===== config.mk =====
export PLATFORM = sky130hd
export DESIGN_NAME = ccg_top
export DESIGN_NICKNAME = d
export VERILOG_FILES = /design/src/design/ccg_pkg.sv /design/src/design/ccg_divider.sv /design/src/design/ccg_top.sv
export SDC_FILE = /design/constraint.sdc
export NUM_CORES = 1
export LEC_CHECK = 0
export BUFFER_PORTS_ARGS = -buffer_cell sky130_fd_sc_hd__buf_2
export CAP_MARGIN = 20
export CORE_MARGIN = 8
export CORE_UTILIZATION = 55
export DETAILED_ROUTE_END_ITERATION = 12
export PLACE_DENSITY_LB_ADDON = 0.05
export SYNTH_ARGS = -nofsm -noshare
export SYNTH_HDL_FRONTEND = slang
export SYNTH_SLANG_ARGS = --single-unit
export TNS_END_PERCENT = 20

===== constraint.sdc =====
create_clock -name sys_clk_in -period 3.35 [get_ports sys_clk_in]
set_clock_uncertainty 0.05 [all_clocks]
set_input_delay 0.1675 -clock sys_clk_in [delete_from_list [all_inputs] [get_ports sys_clk_in]]
set_output_delay 0.1675 -clock sys_clk_in [all_outputs]
set_load 0.005 [all_outputs]

===== src/design/ccg_pkg.sv =====
// Package for the core and system clock generation block: register map, field layout, reset values.
// Assumes a single 10 MHz register clock and a plain strobe register port.
package ccg_pkg;

    localparam logic [3:0] CCG_ADDR_DIV       = 4'h0;
    localparam logic [3:0] CCG_ADDR_PLL       = 4'h1;
    localparam logic [3:0] CCG_ADDR_REG       = 4'h2;
    localparam logic [3:0] CCG_ADDR_OUTCTL    = 4'h3;
    localparam logic [3:0] CCG_ADDR_STATUS    = 4'h4;

    localparam int SYS_DIV_LSB  = 0;
    localparam int CORE_DIV_LSB = 4;
    localparam int REG_REGULATOR_FREQUENCY_FIELD_LSB = 0;
    localparam int REG_VOLT_LSB = 4;
    localparam int REG_BYP_BIT  = 8;

    localparam logic [3:0] SYS_DIV_RESET   = 4'h4;
    localparam logic [1:0] CORE_DIV_RESET  = 2'h0;
    localparam logic [6:0] PLL_MULT_RESET  = 7'h10;
    localparam logic [1:0] REG_REGULATOR_FREQUENCY_FIELD_RESET  = 2'h3;
    localparam logic [1:0] REG_REGULATOR_FREQUENCY_FIELD_OFF    = 2'h0;
    localparam logic [3:0] REG_VOLT_RESET  = 4'h8;
    localparam logic [3:0] SYS_DIV_MIN     = 4'h2;
    localparam int         VOLT_STEP_MV    = 50;
    localparam logic [7:0] PLL_LOCK_CYCLES = 8'h40;

    typedef struct packed {
        logic [3:0] addr;
        logic [15:0] wdata;
        logic wr;
        logic rd;
    } ccg_bus_t;

    typedef struct packed {
        logic       core_tick;
        logic       sys_tick;
        logic       sys_level;
        logic       core_level;
    } ccg_clocks_t;

endpackage


===== src/design/ccg_divider.sv =====
// Glitch-free programmable divider producing a level clock and a one-cycle tick.
// Assumes run_in is a one-cycle source tick; between ticks the count and level hold.
// A new ratio is taken only at the end of a period.
`timescale 1ns/100ps
module ccg_divider
    import ccg_pkg::*;
#(
    parameter int W = 4
)
(
    input  wire logic         sys_clk_in,
    input  wire logic         srst_in,
    input  wire logic         run_in,
    input  wire logic [W-1:0] ratio_in,
    output logic              level_out,
    output logic              tick_out
);

    if (W < 1 || W > 8)
    begin : g_bad_width
        $error("ccg_divider: width out of range");
    end

    logic [W-1:0] count;
    logic [W-1:0] active_ratio;

    // The ratio is latched only when the count wraps, so a period is never cut short.
    // Holding between source ticks keeps a stopped clock resuming mid-period instead of restarting it.
    always_ff @(posedge sys_clk_in)
    begin
        if (srst_in)
        begin
            count        <= '0;
            active_ratio <= ratio_in;
            tick_out     <= 1'b0;
            level_out    <= 1'b0;
        end
        else if (!run_in)
            tick_out <= 1'b0;
        else if (count >= active_ratio - W'(1))
        begin
            count        <= '0;
            active_ratio <= ratio_in;
            tick_out     <= 1'b1;
            level_out    <= 1'b1;
        end
        else
        begin
            count     <= count + W'(1);
            tick_out  <= 1'b0;
            level_out <= (count + W'(1)) < (active_ratio >> 1);
        end
    end

endmodule


===== src/design/ccg_top.sv =====
// Core and system clock generation with regulator control, reached over a plain register port.
// Assumes the input clock pin is already a usable VCO-rate tick source via vco_tick_in from the PLL model.
//
// The implementer's own choices: the address map and the plain strobed port.
`timescale 1ns/100ps
// What this block does
// - Software sets core supply level in 50 mV steps via regulator control register.
// - Regulator can be programmed to cut core power, I/O stays powered.
// - Reset pin wakes regulator from power-down and starts boot.
// - Regulator may be disabled and bypassed; core supply then comes externally.
// - Core and system clocks are derived from the input clock through the PLL.
// - PLL multiplier is programmable from one half to sixty-four; the code stops at 127 half steps, 63.5.
// - Multiplier resets to eight; software may change it.
// - Writing the divider register changes clocks on the fly.
// - Clock output mirrors system clock when enabled, off after reset.
// - Peripherals are clocked by the system clock only.
// - Four-bit system divider field value is the VCO to system divisor.
// - System divisors two through fifteen valid; others unsupported.
// - System divider resets to four.
// - System divider change needs no PLL relock.
// - Core divider field selects one, two, four or eight.
// - Core divider resets to one.
// - Writing 00 to regulator frequency field with the bypass bit clear stops clocks and removes core supply.
module ccg_top
    import ccg_pkg::*;
(
    input  wire logic        sys_clk_in,
    input  wire logic        srst_in,
    input  wire logic        reset_pin_n_in,
    input  wire logic        vco_tick_in,
    input  wire logic [3:0]  addr_in,
    input  wire logic [15:0] wdata_in,
    input  wire logic        wr_in,
    input  wire logic        rd_in,
    output logic      [15:0] rdata_out,
    output logic      [6:0]  pll_mult_out,
    output logic             pll_relock_out,
    output logic      [3:0]  core_volt_out,
    output logic             core_power_out,
    output logic             reg_bypass_out,
    output logic             boot_start_out,
    output logic             core_tick_out,
    output logic             sys_tick_out,
    output logic             sys_clock_pin_out
);

    logic [3:0] system_divider_field;
    logic [1:0] core_divider_field;
    logic [6:0] pll_mult;
    logic [1:0] regulator_frequency_field;
    logic [3:0] reg_volt;
    logic       reg_bypass;
    logic       system_clock_output_pin_en;
    logic       hibernate;
    logic [7:0] lock_count;
    logic       rst_meta;
    logic       rst_sync;
    logic       vco_meta;
    logic       vco_sync;
    logic       vco_prev;
    logic       vco_edge;
    logic       clocks_run;
    logic [3:0] sys_ratio;
    logic [3:0] core_ratio;
    logic       sys_level;
    logic       sys_tick;
    logic       core_tick;

    // Pin and the PLL output come from outside this clock's domain.
    always_ff @(posedge sys_clk_in)
    begin
        if (srst_in)
        begin
            rst_meta <= 1'b1;
            rst_sync <= 1'b1;
            vco_meta <= 1'b0;
            vco_sync <= 1'b0;
            vco_prev <= 1'b0;
        end
        else
        begin
            rst_meta <= reset_pin_n_in;
            rst_sync <= rst_meta;
            vco_meta <= vco_tick_in;
            vco_sync <= vco_meta;
            vco_prev <= vco_sync;
        end
    end

    assign vco_edge = vco_sync && !vco_prev;

    // Divider register: writes land immediately and the dividers pick them up at their next period end.
    always_ff @(posedge sys_clk_in)
    begin
        if (srst_in)
        begin
            system_divider_field <= SYS_DIV_RESET;
            core_divider_field   <= CORE_DIV_RESET;
        end
        else if (wr_in && addr_in == CCG_ADDR_DIV)
        begin
            // Unsupported divisors are refused so the system clock never runs at VCO rate.
            if (wdata_in[SYS_DIV_LSB +: 4] >= SYS_DIV_MIN)
                system_divider_field <= wdata_in[SYS_DIV_LSB +: 4];
            core_divider_field <= wdata_in[CORE_DIV_LSB +: 2];
        end
    end

    // Multiplier is held in half steps: 1 means one half, 128 would exceed the field, so 127 caps near 64.
    always_ff @(posedge sys_clk_in)
    begin
        if (srst_in)
            pll_mult <= PLL_MULT_RESET;
        else if (wr_in && addr_in == CCG_ADDR_PLL && wdata_in[6:0] != 7'h00)
            pll_mult <= wdata_in[6:0];
    end

    // A multiplier change forces a relock wait; a divider change does not.
    always_ff @(posedge sys_clk_in)
    begin
        if (srst_in)
            lock_count <= PLL_LOCK_CYCLES;
        else if (wr_in && addr_in == CCG_ADDR_PLL && wdata_in[6:0] != 7'h00)
            lock_count <= PLL_LOCK_CYCLES;
        else if (lock_count != 8'h00)
            lock_count <= lock_count - 8'h01;
    end

    always_ff @(posedge sys_clk_in)
    begin
        if (srst_in)
        begin
            regulator_frequency_field <= REG_REGULATOR_FREQUENCY_FIELD_RESET;
            reg_volt                  <= REG_VOLT_RESET;
            reg_bypass                <= 1'b0;
        end
        else if (wr_in && addr_in == CCG_ADDR_REG)
        begin
            regulator_frequency_field <= wdata_in[REG_REGULATOR_FREQUENCY_FIELD_LSB +: 2];
            reg_volt                  <= wdata_in[REG_VOLT_LSB +: 4];
            reg_bypass                <= wdata_in[REG_BYP_BIT];
        end
    end

    // Hibernate survives only until the reset pin pulls it back; then boot starts once.
    always_ff @(posedge sys_clk_in)
    begin
        if (srst_in)
        begin
            hibernate      <= 1'b0;
            boot_start_out <= 1'b0;
        end
        else if (hibernate && !rst_sync)
        begin
            hibernate      <= 1'b0;
            boot_start_out <= 1'b1;
        end
        else
        begin
            boot_start_out <= 1'b0;
            // The bypass bit of the same write decides, so one write may both clear bypass and power down.
            if (wr_in && addr_in == CCG_ADDR_REG && wdata_in[REG_REGULATOR_FREQUENCY_FIELD_LSB +: 2] == REG_REGULATOR_FREQUENCY_FIELD_OFF
                && !wdata_in[REG_BYP_BIT])
                hibernate <= 1'b1;
        end
    end

    always_ff @(posedge sys_clk_in)
    begin
        if (srst_in)
            system_clock_output_pin_en <= 1'b0;
        else if (wr_in && addr_in == CCG_ADDR_OUTCTL)
            system_clock_output_pin_en <= wdata_in[0];
    end

    assign clocks_run = !hibernate && lock_count == 8'h00;
    assign sys_ratio  = system_divider_field;
    assign core_ratio = 4'h1 << core_divider_field;

    // Both dividers count VCO edges, so the prescalers turn VCO edges into ticks.
    ccg_divider #(.W(4)) u_sys_div (
        .sys_clk_in (sys_clk_in),
        .srst_in    (srst_in),
        .run_in     (clocks_run && vco_edge),
        .ratio_in   (sys_ratio),
        .level_out  (sys_level),
        .tick_out   (sys_tick)
    );

    ccg_divider #(.W(4)) u_core_div (
        .sys_clk_in (sys_clk_in),
        .srst_in    (srst_in),
        .run_in     (clocks_run && vco_edge),
        .ratio_in   (core_ratio),
        .level_out  (),
        .tick_out   (core_tick)
    );

    // The dividers hold between VCO edges; their ticks are gated again so none leaks out once clocks stop.
    always_ff @(posedge sys_clk_in)
    begin
        if (srst_in)
        begin
            core_tick_out <= 1'b0;
            sys_tick_out  <= 1'b0;
        end
        else
        begin
            core_tick_out <= core_tick && clocks_run;
            sys_tick_out  <= sys_tick && clocks_run;
        end
    end

    always_ff @(posedge sys_clk_in)
    begin
        if (srst_in)
            sys_clock_pin_out <= 1'b0;
        else
            sys_clock_pin_out <= system_clock_output_pin_en && clocks_run && sys_level;
    end

    always_ff @(posedge sys_clk_in)
    begin
        if (srst_in)
        begin
            pll_mult_out   <= PLL_MULT_RESET;
            pll_relock_out <= 1'b1;
            core_volt_out  <= REG_VOLT_RESET;
            core_power_out <= 1'b1;
            reg_bypass_out <= 1'b0;
        end
        else
        begin
            pll_mult_out   <= pll_mult;
            pll_relock_out <= lock_count != 8'h00;
            core_volt_out  <= reg_volt;
            core_power_out <= !hibernate;
            reg_bypass_out <= reg_bypass;
        end
    end

    always_ff @(posedge sys_clk_in)
    begin
        if (srst_in)
            rdata_out <= 16'h0000;
        else if (rd_in)
        begin
            unique case (addr_in)
                CCG_ADDR_DIV:    rdata_out <= {10'h000, core_divider_field, system_divider_field};
                CCG_ADDR_PLL:    rdata_out <= {9'h000, pll_mult};
                CCG_ADDR_REG:    rdata_out <= {7'h00, reg_bypass, reg_volt, 2'h0, regulator_frequency_field};
                CCG_ADDR_OUTCTL: rdata_out <= {15'h0000, system_clock_output_pin_en};
                CCG_ADDR_STATUS: rdata_out <= {13'h0000, lock_count != 8'h00, hibernate, clocks_run};
                default:         rdata_out <= 16'h0000;
            endcase
        end
        else
            rdata_out <= 16'h0000;
    end

endmodule

* Word level (Yosys, flattened, before mapping)
Index checks and enable logic that the tools add are counted.
** Cells by class
- Bitwise logic cells :: 2
- Add/subtract/negate cells :: 5
- Reduce and logical (&&, ||, !) cells :: 34
- Eq/ne operators :: 4
- Multiplexer cells :: 13
- Shifts and indexed selects :: 1
- Order comparisons :: 4
** Operator list (number)
- 9-bit one-hot mux with 5 select lines :: 1
- 4-bit two-way mux :: 8
- 1-bit logical AND :: 15
- 4-bit by 1-bit adder with 4-bit output, second input constant :: 2
- 4-bit by 2-bit equality test with 1-bit output, second input constant :: 2
- 4-bit greater-or-equal comparator :: 2
- 8-bit logical NOT :: 1
- 8-bit nonzero test :: 1
- 2-bit OR reduction :: 4
- 4-bit by 1-bit subtractor with 4-bit output, second input constant :: 2
- 8-bit by 1-bit subtractor with 8-bit output, second input constant :: 1
- 7-bit nonzero test :: 1
- 2-bit AND reduction :: 3
- 2-bit nonzero test :: 3
- 4-bit by 1-bit equality test with 1-bit output, second input constant :: 1
- 4-bit by 3-bit equality test with 1-bit output, second input constant :: 1
- 4-bit by 2-bit greater-or-equal comparator with 1-bit output, second input constant :: 1
- 1-bit logical NOT :: 4
- 4-bit logical NOT :: 1
- 4-bit by 3-bit less-than comparator with 1-bit output :: 1
- 1-bit two-way mux :: 4
- 1-bit by 2-bit left shift with 4-bit output, first input constant :: 1
- 2-bit logical NOT :: 1
- 1-bit inverter :: 2
** Word-level totals
- Output and inout port bits :: 34
- Input bits :: 26
- Flip-flop bits (word level) :: 88

* Depth between registers and ports, before layout
Gate-level depths: netlist of the first run.
- Depth after elaboration :: 5
- Depth in mapped cells :: 8
- Gate-level depth less buffers :: 8

* Hierarchy
From an unflattened synthesis of the first run, not the netlist that was laid out.
** Unflattened totals
- Cells, all modules :: 365
- Area, all modules :: 3688.5 µm²
** By module, submodules not included
- ccg_top :: area each 2469.9 µm², instances 1, cells each 249
- ccg_divider :: area each 609.3 µm², instances 2, cells each 58

* Least setup slack after synthesis of the first run
No wires, ideal clock.
- Path kind :: flip-flop to flip-flop
- Start :: reg lock_count[0]
- End :: reg u_core_div.active_ratio[0], enable pin
- Cell stages (with the launch flop) :: 8
- Clock period less this slack :: 2.633 ns
- Arrival time :: 2.210 ns
- Setup slack :: 0.717 ns
- Data required time :: 2.927 ns
- Cells stage by stage :: dfxtp_1 > inv_1 > ha_1 > or3b_2 > clkbuf_1 > or4_1 > clkbuf_2 > o31ai_1
** Between the ends
- Word-level cells in the longest chain between the ends :: 5
** Ends and longest elaborated chain
- start: declaration :: RTL line ccg_top.sv:55 : logic [7:0] lock_count;
- start signal: assignment :: RTL line ccg_top.sv:126 : lock_count <= lock_count - 8'h01;
- 8-bit logical NOT :: RTL line ccg_top.sv:176 : assign clocks_run = !hibernate && lock_count == 8'h00;
- 1-bit logical AND :: RTL line ccg_top.sv:176
- 1-bit logical AND :: RTL line ccg_top.sv:193 : .run_in (clocks_run && vco_edge),
- 2-bit nonzero test (no line)
- 2-bit AND reduction (no line)
- end signal: assignment :: RTL line ccg_divider.sv:34 : active_ratio <= ratio_in;
- end signal: assignment :: RTL line ccg_divider.sv:43 : active_ratio <= ratio_in;
- end: declaration :: RTL line ccg_divider.sv:25 : logic [W-1:0] active_ratio;
Every way passes these cells.
A chain may end at the register's enable or synchronous reset.

* Worst setup path in the final report of the first run
- Start :: reg lock_count[0]
- End :: reg u_core_div.active_ratio[3], enable pin
The elaborated chain is that of the path after synthesis.

==> impl_metrics.toml, run 1 <==
[run_status]
status = "completed"

[worst_setup_path]
path_cells = "inv_1 > ha_1 > or3b_2 > or4_1 > o31ai_1"
crit_slowest_cell = "or4_1"
r2r_setup_slack_ns = 0.51
timing.rr.start = "lock_count[0]$_SDFFE_PP0P_"
regToRegEndpoint = "u_core_div.active_ratio[3]$_SDFFCE_PN0P_"
endpoint_kind = "register"
worst_r2r_path_depth = 5
cp.required_ns = 3.29
start_kind = "register"
crit_path_end = "u_core_div.active_ratio[3]$_SDFFCE_PN0P_"
critPathKind = "register to register"
critPathLaunch = "lock_count[0]$_SDFFE_PP0P_"
cpPeakStageDelay_ns = 0.67
arrival_ns = 2.78
cp_max_fo = 8

[global_route]
grt_pass1_wl_um = 11890
track_usage_pct = 16.78
antenna_found_initial = 0
grt_max_degree = 49
use_met3_pct = 4.094
met2_usage_pct = 26.52
use_met1_pct = 20.94
grt_overflow = 0
busiest_layer = "met2"
grt_pass1_vias = 2557

[timing]
whs_ns = 0.03219
period_share_pct = 84.86
tns_ns = 0
finalSetupViolations = 0
fin_ws_ns = 0.5073
min_period_ns = 2.843
rsz0062_at_grt = "no"
finalHoldViolCount = 0
max_slew_margin_pct = 59.05
max_freq_ghz = 0.3518
drv_slew = 0
tightest_slew_ns = 0.6090

[clock_network]
cts_tree = "yes"
worstSkewPairLatency_ns = 0.35
htreeDepth = 3
clk_path_buf_depth = 2
clk_pin_slew_ns = 0.08
cts_sinks = 81
cts-root-buf = "clkbuf_8"
cts_resized = 0
cts_made_buffers = 9

[placement]
place_hpwl_um = 5137
placedInstanceArea_um2 = 3719
place.gp.congestion = 0.7829
port_buffers = 45
post-place-ws_ns = 0.5080

[logic_synthesis]
synth_edf_count = 8
synth_flop_cell = "dfxtp_1"
synthTopCellsByArea = "dfxtp_1, edfxtp_1, ha_1, mux2i_1, nand2_1"
yosysWarnings = 0
ys_ff_latch = 81
synth_cells = 359
synth_cell_type_count = 53
synth_top_area_share_pct = 42.20
synth_area_um2 = 3463
syn_area_per_cell_um2 = 9.647
yosys.area.top_type = "dfxtp_1"
async_flop_share_pct = 0
synth.yosys.seq_area_share_pct = 49.13

[floorplan]
die_area_um2 = 9093
core_um2 = 6205
start_util_pct = 55.82
die_x_um = 95.36
die_h_um = 95.36
io_pins = 60
num_rows = 29

[final_layout]
layout-drive-gt1-share_pct = 19.71
final_cell_mix = "dfxtp_1, buf_2, nand2_1"
final_common_cell = "dfxtp_1"
final_util_pct = 63.62
final.fill_count = 542
n_antenna_cell = 0
syn2layout_area_growth_pct = 13.98
fin_area_um2 = 3948
final_nets = 448

[pwr]
power_density_nw_per_um2 = 533.5
pwr-share-comb_pct = 15.5
p_seq_share_pct = 50.9
intPower_mw = 1.539
irDropWorstVdd_uv = 438.8
p_sw_share_pct = 26.95
p_sw_mw = 0.5676
p_clk_share_pct = 33.5
p_leak_nw = 1.617

[worst_hold_path]
min_path_type = "primary input to register"

[route]
wirelength_um = 7138
drt-vias-per-instance = 5.301
ant_nets = 0
dr.pass1.iters = 4
drt_iter0_markers = 167
wire_per_inst_um = 14.63
vias = 2587
drcViolationCount = 0

[job]
maxCapViolCount = 0
## power groups by stage
stage	Clock (mW)	Sequential, mW	Combinational [mW]
floorplan	0	1.08	0.266
global placement	0	1.09	0.321
detailed placement	0	1.10	0.325
CTS	0.722	1.07	0.329
global route	0.759	1.08	0.361
finish	0.706	1.07	0.327
## worst min-delay path by stage
stage	slack, ns	startpoint	cells past startpoint	endpoint
floorplan	0.22	reset_pin_n_in	1	rst_meta$_SDFF_PP1_
global placement	0.31	reset_pin_n_in	2	rst_meta$_SDFF_PP1_
detailed placement	0.31	reset_pin_n_in	2	rst_meta$_SDFF_PP1_
CTS	0.02	wdata_in[8]	3	reg_bypass$_SDFFE_PP0P_
global route	0.04	wdata_in[5]	3	core_divider_field[1]$_SDFFE_PP0P_
finish	0.03	wdata_in[8]	3	reg_bypass$_SDFFE_PP0P_
## critical path: cells and delay by family, from the launching register on
kind | cells | cell delay, ns
and+or+nand+nor | 2 | 1.23
AOI/OAI and AO/OA | 1 | 0.57
DFF | 1 | 0.34
adders and majority gates | 1 | 0.18
buffers and inverters | 1 | 0.11
## timing repair
| item | 4_1_cts | 5_1_grt |
|---|---|---|
| hold buffers | 3 | 0 |
| buffers inserted | 0 | 0 |
| endpoints found under the hold margin | 3 | 0 |
## sequential cells by signal, summed over array words and instances, names as in the netlist, 7 cells and up
register	count
lock_count	8
pll_mult	7
pll_mult_out	7
rdata_out	9
## per-layer routing
layer / wire length (µm) / vias up
li1: - / 1327
met5: 0 / -
met2: 3356 / 50
met4: 139 / 0
met1: 3341 / 1200
met3: 300 / 10
## stage by stage
stage / instances / power (mW)
6_report: 488 / 2.106
5_1_grt: 488 / 2.203
4_1_cts: 488 / 2.123
3_5_place_dp: 469 / 1.420
3_3_place_gp: 469 / 1.413
2_1_floorplan: 365 / 1.350
## cells in the mapped netlist, drive strengths merged (2+ instances only)
cell     count
o22ai        2
nand3        7
inv         12
nand3b       2
a211oi       2
o211ai       3
or4          3
buf          9
a2111oi      2
dfxtp       73
a211o        2
ha          16
o31ai        5
or3          2
mux2i       14
nand2       34
and2         4
clkbuf      13
a21oi       20
nor3        13
nand2b       8
nor2        32
a311oi       2
a21o         2
o21ai        5
or3b         3
or2         10
o2111ai      2
and3         3
nor4         7
xnor2        9
edfxtp       8
nor2b       19
## area by class of cell
type | instances | area (µm²) | area share, %
clock buffer | 12 | 145.1 | 3.677
clock inverter | 4 | 53.80 | 1.363
inverter | 12 | 45.04 | 1.141
multi-input combinational | 250 | 1620 | 41.05
sequential | 81 | 1702 | 43.11
tap | 77 | 96.34 | 2.441
timing repair buffer | 52 | 285.3 | 7.227
## cells by family after synthesis
group	after synthesis	share of synthesized area, %
xor+xnor	10	2.529
mux	15	4.696
fa+ha+maj	16	5.780
compound gates	52	10.41
flops	81	49.13
other cells	1	0.1083
buf+inv	34	4.732
simple gates	150	22.62
No activity file was read; power rests on OpenSTA's default activity.
==> run 2, diff against run 1 <==
ABC_AREA = 1   (was default)
CORE_UTILIZATION = 50   (was 55)
clock period = 2.6 ns   (was 3.35 ns; I/O delays follow)
==> run 2 against run 1 <==
Net effect:
- largest power group unchanged
- clock power is 52% higher
- die area is 7.5% higher
- worst setup slack got worse by 0.016 ns
- critical path depth increased by 5
- synthesized cell count grew 14%
- cell area grew 2.4%
- power up 33%
==> impl_metrics.toml, run 2 <==
[clock_network]
clk_pin_slew_ns = 0.07
clk_path_buf_depth = 2
htreeDepth = 3
worstSkewPairLatency_ns = 0.35
cts-root-buf = "clkbuf_8"
cts_tree = "yes"
cts_sinks = 81
cts_made_buffers = 9
cts_resized = 0

[global_route]
use_met3_pct = 4.369
met2_usage_pct = 25.94
use_met1_pct = 17.78
grt_max_degree = 22
grt_pass1_wl_um = 12190
grt_overflow = 0
track_usage_pct = 15.64
antenna_found_initial = 0
grt_pass1_vias = 2695
busiest_layer = "met2"

[route]
wirelength_um = 7252
ant_nets = 0
vias = 2701
drcViolationCount = 0
drt_iter0_markers = 89
drt-vias-per-instance = 4.849
wire_per_inst_um = 13.02
dr.pass1.iters = 4

[timing]
max_freq_ghz = 0.4743
finalHoldViolCount = 0
min_period_ns = 2.108
tns_ns = 0
rsz0062_at_grt = "no"
drv_slew = 0
finalSetupViolations = 0
period_share_pct = 81.10
whs_ns = 0.03176

[final_layout]
final.fill_count = 603
largest_reg_flops = 9
final_common_cell = "dfxtp_1"
top_register = "rdata_out"
layout-drive-gt1-share_pct = 18.24
reg.largest.list = "rdata_out: 9 flops, lock_count: 8 flops"
n_antenna_cell = 0
final_util_pct = 60.15
syn2layout_area_growth_pct = 17.67
final_cell_mix = "dfxtp_1, nand2_1, inv_1"
final_nets = 514

[worst_setup_path]
cp_max_fo = 4
arrival_ns = 2.13
cpPeakStageDelay_ns = 0.40
crit_path_end = "u_core_div.active_ratio[0]$_SDFFCE_PP0P_"
path_cells = "nor3_1 > xnor2_1 > ha_1 > nand2_1 > inv_1 > nand2_1 > nand3_1 > inv_1 > o21ai_0 > buf_4"
r2r_setup_slack_ns = 0.49
critPathLaunch = "u_core_div.active_ratio[2]$_SDFFCE_PN0P_"
regToRegEndpoint = "u_core_div.active_ratio[0]$_SDFFCE_PP0P_"
start_kind = "register"
crit_buf_inv = 3
cp.required_ns = 2.62
cp.depth = 10
endpoint_kind = "register"
crit_slowest_cell = "edfxtp_1"
worst_r2r_path_depth = 10
cp_top_family = "simple AND/OR/NAND/NOR gates"
critPathKind = "register to register"
timing.rr.start = "u_core_div.active_ratio[2]$_SDFFCE_PN0P_"

[floorplan]
io_pins = 60
core_um2 = 6719
die_h_um = 98.88
die_x_um = 98.88
start_util_pct = 51.12
num_rows = 30
die_area_um2 = 9777

[placement]
place.gp.congestion = 0.8542
place_hpwl_um = 5428
port_buffers = 45

[logic_synthesis]
yosysWarnings = 0
synth_most_common_cell = "dfxtp_1"
synth_flop_cell = "dfxtp_1"
syn_area_per_cell_um2 = 8.357
synth_cells = 411
yosys.area.top_type = "dfxtp_1"
synth_area_um2 = 3435
synth_top_area_share_pct = 42.55
synth_cell_type_count = 37
ys_ff_latch = 81
async_flop_share_pct = 0
synth_edf_count = 8
synthTopCellsByArea = "dfxtp_1, edfxtp_1, nand2_1, inv_1, nor2_1"
synth_commonest_cells = "dfxtp_1, nand2_1, inv_1, nor2_1, o21ai_0"
synth.yosys.seq_area_share_pct = 49.54

[run_status]
status = "completed"

[pwr]
power_mw = 2.801
p_leak_nw = 1.897
irDropWorstVdd_uv = 295.1
power_density_nw_per_um2 = 693.1

[worst_hold_path]
min_path_type = "primary input to register"

[job]
maxCapViolCount = 0
run 2: what timing repair did:
| action | 4_1_cts | 5_1_grt |
|---|---|---|
| hold buffers | 7 | 0 |
| hold endpoints to repair | 7 | 0 |
| buffers inserted | 0 | 0 |
run 2: stage by stage:
| stage | cells | cell area (µm²) | setup slack [ns] |
|---|---|---|---|
| final | 557 | 4041 | 0.4915 |
| after floorplan | 417 | 3457 | 0.5078 |
| after detailed placement | 534 | 3737 | 0.4695 |
| after global routing | 557 | 4041 | 0.2275 |
| after CTS | 557 | 4041 | 0.4372 |
| after global placement | 534 | 3737 | 0.4550 |
run 2: cells by family after synthesis:
kind of cell / Yosys count / share of synthesized area [%]
and+or+nand+nor: 170 / 23.46
AOI/OAI and AO/OA: 54 / 8.561
other: 1 / 0.1092
adders and majority gates: 16 / 5.829
xor gates and xnor gates: 13 / 3.315
buffers and inverters: 76 / 9.180
DFF: 81 / 49.54
run 2: power breakdown:
| part | switching (mW) | total, mW | internal [mW] |
|---|---|---|---|
| Combinational | 0.223 | 0.368 | 0.144 |
| Clock | 0.440 | 1.07 | 0.633 |
| Sequential | 0.0383 | 1.36 | 1.32 |
| Total | 0.702 | 2.80 | 2.10 |
run 2: layer usage:
| layer | vias to the layer above | part of all wire [%] |
|---|---|---|
| li1 | 1408 | - |
| met1 | 1235 | 44 |
| met2 | 44 | 49 |
| met3 | 14 | 4.6 |
| met4 | 0 | 1.9 |
| met5 | - | 0 |
run 2: cell type report:
class | instances | area [µm²] | share of cell area (%)
Tap cell | 80 | 100.1 | 2.477
Timing Repair Buffer | 56 | 325.3 | 8.050
Inverter | 64 | 240.2 | 5.944
Sequential cell | 81 | 1702 | 42.11
Clock buffer | 10 | 127.6 | 3.158
Clock inverter | 6 | 106.4 | 2.632
Multi-Input combinational cell | 260 | 1440 | 35.63
run 2: worst min-delay path by stage:
stage	start	depth (start not counted)	to	slack, ns
after floorplan	wdata_in[8]	1	hibernate$_SDFFE_PP0P_	0.18
after global placement	reset_pin_n_in	2	rst_meta$_SDFF_PP1_	0.27
after detailed placement	reset_pin_n_in	2	rst_meta$_SDFF_PP1_	0.27
after CTS	wdata_in[0]	3	regulator_frequency_field[0]$_SDFFE_PP1P_	0.01
after global routing	wdata_in[4]	3	pll_mult[4]$_SDFFE_PP1P_	0.02
final	wdata_in[0]	3	regulator_frequency_field[0]$_SDFFE_PP1P_	0.03
run 2: worst min-delay path, cell delays in order:
cell and delay, ns:
buf_2 0.14, nand2_1 0.06, nand3_1 0.07
==> run 3, diff against run 2 <==
clock period = 1.8 ns   (was 2.6 ns; I/O delays follow)
==> run 3 against run 2 <==
Net effect:
- the run now ends with setup timing left
- fmax grew 6.5%
- power grew 44%
- utilization grew 2.5 points
- critical endpoint is now u_sys_div.active_ratio[0]$_DFFE_PP_
==> impl_metrics.toml, run 3 (synthesis results as in run 2) <==
[global_route]
antenna_found_initial = 0
grt_pass1_vias = 2718
grt_pass1_wl_um = 12780
grt_overflow = 0
track_usage_pct = 15.98
grt_max_degree = 21

[pwr]
irDropWorstVdd_uv = 475.5
p_leak_nw = 1.971
power_density_nw_per_um2 = 957.5
power_mw = 4.029

[worst_setup_path]
r2r_setup_slack_ns = -0.18
arrival_ns = 1.96
cpPeakStageDelay_ns = 0.41
crit_path_frequent_cell = "inv_2"
cp_max_fo = 4
path_cells = "inv_2 > nand3_2 > xor2_1 > ha_1 > nand2_1 > o21bai_1 > nand3_1 > inv_2 > o21ai_4"
timing.rr.start = "u_sys_div.active_ratio[1]$_DFFE_PP_"
cp_top_family = "flip-flops"
worst_r2r_path_depth = 9
regToRegEndpoint = "u_sys_div.active_ratio[0]$_DFFE_PP_"
crit_buf_inv = 2
start_kind = "register"
cp.required_ns = 1.78
critPathKind = "register to register"
crit_slowest_cell = "edfxtp_1"
cp.depth = 9
endpoint_kind = "register"

[timing]
finalHoldViolCount = 0
period_share_pct = 109.9
drv_slew = 0
finalSetupViolations = 14
fin_ws_ns = -0.1789
whs_ns = 0.02000
max_freq_ghz = 0.5053
rsz0062_at_grt = "yes"
min_period_ns = 1.979

[clock_network]
cts_tree = "yes"
htreeDepth = 3
clk_pin_slew_ns = 0.08
cts-root-buf = "clkbuf_8"
cts_sinks = 81
clk_path_buf_depth = 2
cts_made_buffers = 9
worstSkewPairLatency_ns = 0.34

[run_status]
status = "complete, but fails checks"
failed_checks = "setup timing"

[final_layout]
final_nets = 528
layout-drive-gt1-share_pct = 23.06
top_register = "rdata_out"
final_common_cell = "dfxtp_1"
reg.largest.list = "rdata_out: 9 flops, lock_count: 8 flops"
fin_area_um2 = 4208
stdcell_count = 570
syn2layout_area_growth_pct = 22.51
n_antenna_cell = 0
largest_reg_flops = 9
final_cell_mix = "dfxtp_1, nand2_1, nor2_1"

[floorplan]
num_rows = 30
start_util_pct = 51.12
die_x_um = 98.88
die_area_um2 = 9777
die_h_um = 98.88
core_um2 = 6719
io_pins = 60

[placement]
dpl.cell_count = 544
placedInstanceArea_um2 = 3827
port_buffers = 45
place.gp.congestion = 0.8062
place_hpwl_um = 5672
post-place-ws_ns = -0.1254

[job]
maxCapViolCount = 0

[route]
dr_wl_met2_um = 3628
wl_met3_um = 315
wire_per_inst_um = 13.23
met1_length_um = 3522
drt-vias-per-instance = 4.875
ant_nets = 0
dr.pass1.iters = 4
vias = 2779
wirelength_um = 7543
drt_iter0_markers = 116
drcViolationCount = 0
top_layer = "met4"

[worst_hold_path]
min_to = "pll_mult[5]$_SDFFE_PP0P_"
hp-start = "wdata_in[5]"
min_path_type = "primary input to register"
hold_path_depth = 3
==> run 3: metal layers <==
metal	GRT usage, %	vias to the layer above
met5	0	-
met4	5.549	0
met3	3.735	11
met2	26.46	63
met1	19.75	1261
li1	-	1444
==> run 3: timing repair <==
action,CTS,global route
cloned,0,0
resized for setup,2,11
setup endpoints to repair,15,19
endpoints found under the hold margin,11,0
hold buffers,9,0
pin swaps,2,8
buffers inserted,1,1
==> run 3: worst max path at each step <==
stage / slack, ns / to / start
6_report: -0.18 / u_sys_div.active_ratio[0]$_DFFE_PP_ / u_sys_div.active_ratio[1]$_DFFE_PP_
5_1_grt: -0.31 / u_sys_div.active_ratio[3]$_DFFE_PP_ / u_sys_div.active_ratio[1]$_DFFE_PP_
4_1_cts: -0.11 / u_sys_div.active_ratio[3]$_DFFE_PP_ / u_sys_div.active_ratio[1]$_DFFE_PP_
3_5_place_dp: -0.13 / u_sys_div.active_ratio[2]$_DFFE_PP_ / u_sys_div.active_ratio[1]$_DFFE_PP_
3_3_place_gp: -0.09 / u_sys_div.active_ratio[2]$_DFFE_PP_ / u_sys_div.active_ratio[1]$_DFFE_PP_
2_1_floorplan: -0.06 / u_sys_div.active_ratio[0]$_DFFE_PP_ / u_sys_div.active_ratio[2]$_DFFE_PP_
==> run 3: per-stage QoR <==
| step | TNS [ns] | util (%) |
|---|---|---|
| after detailed placement | -1.075 | 56.96 |
| after CTS | -0.9968 | 61.90 |
| final | -1.157 | 62.63 |
| after global routing | -3.482 | 62.63 |
| after floorplan | -0.4102 | - |
| after global placement | -0.6617 | 56.96 |
==> run 3: layout make-up <==
class | count | area [µm²]
Inverter | 64 | 240.2
Sequential cell | 81 | 1702
Clock inverter | 5 | 77.57
Timing Repair Buffer | 70 | 442.9
Fill cell | 580 | 2511
Tap cell | 80 | 100.1
Multi-Input combinational cell | 260 | 1496
Clock buffer | 10 | 148.9
==> run 3: worst min-delay path, stage by stage <==
cell and delay [ns]:
buf_2 0.12, o21ai_0 0.09, nor2_1 0.08
==> run 3: power breakdown <==
part	switching (mW)	internal [mW]
Sequential	0.0571	1.91
Combinational	0.337	0.239
Clock	0.633	0.853
Total	1.03	3.00
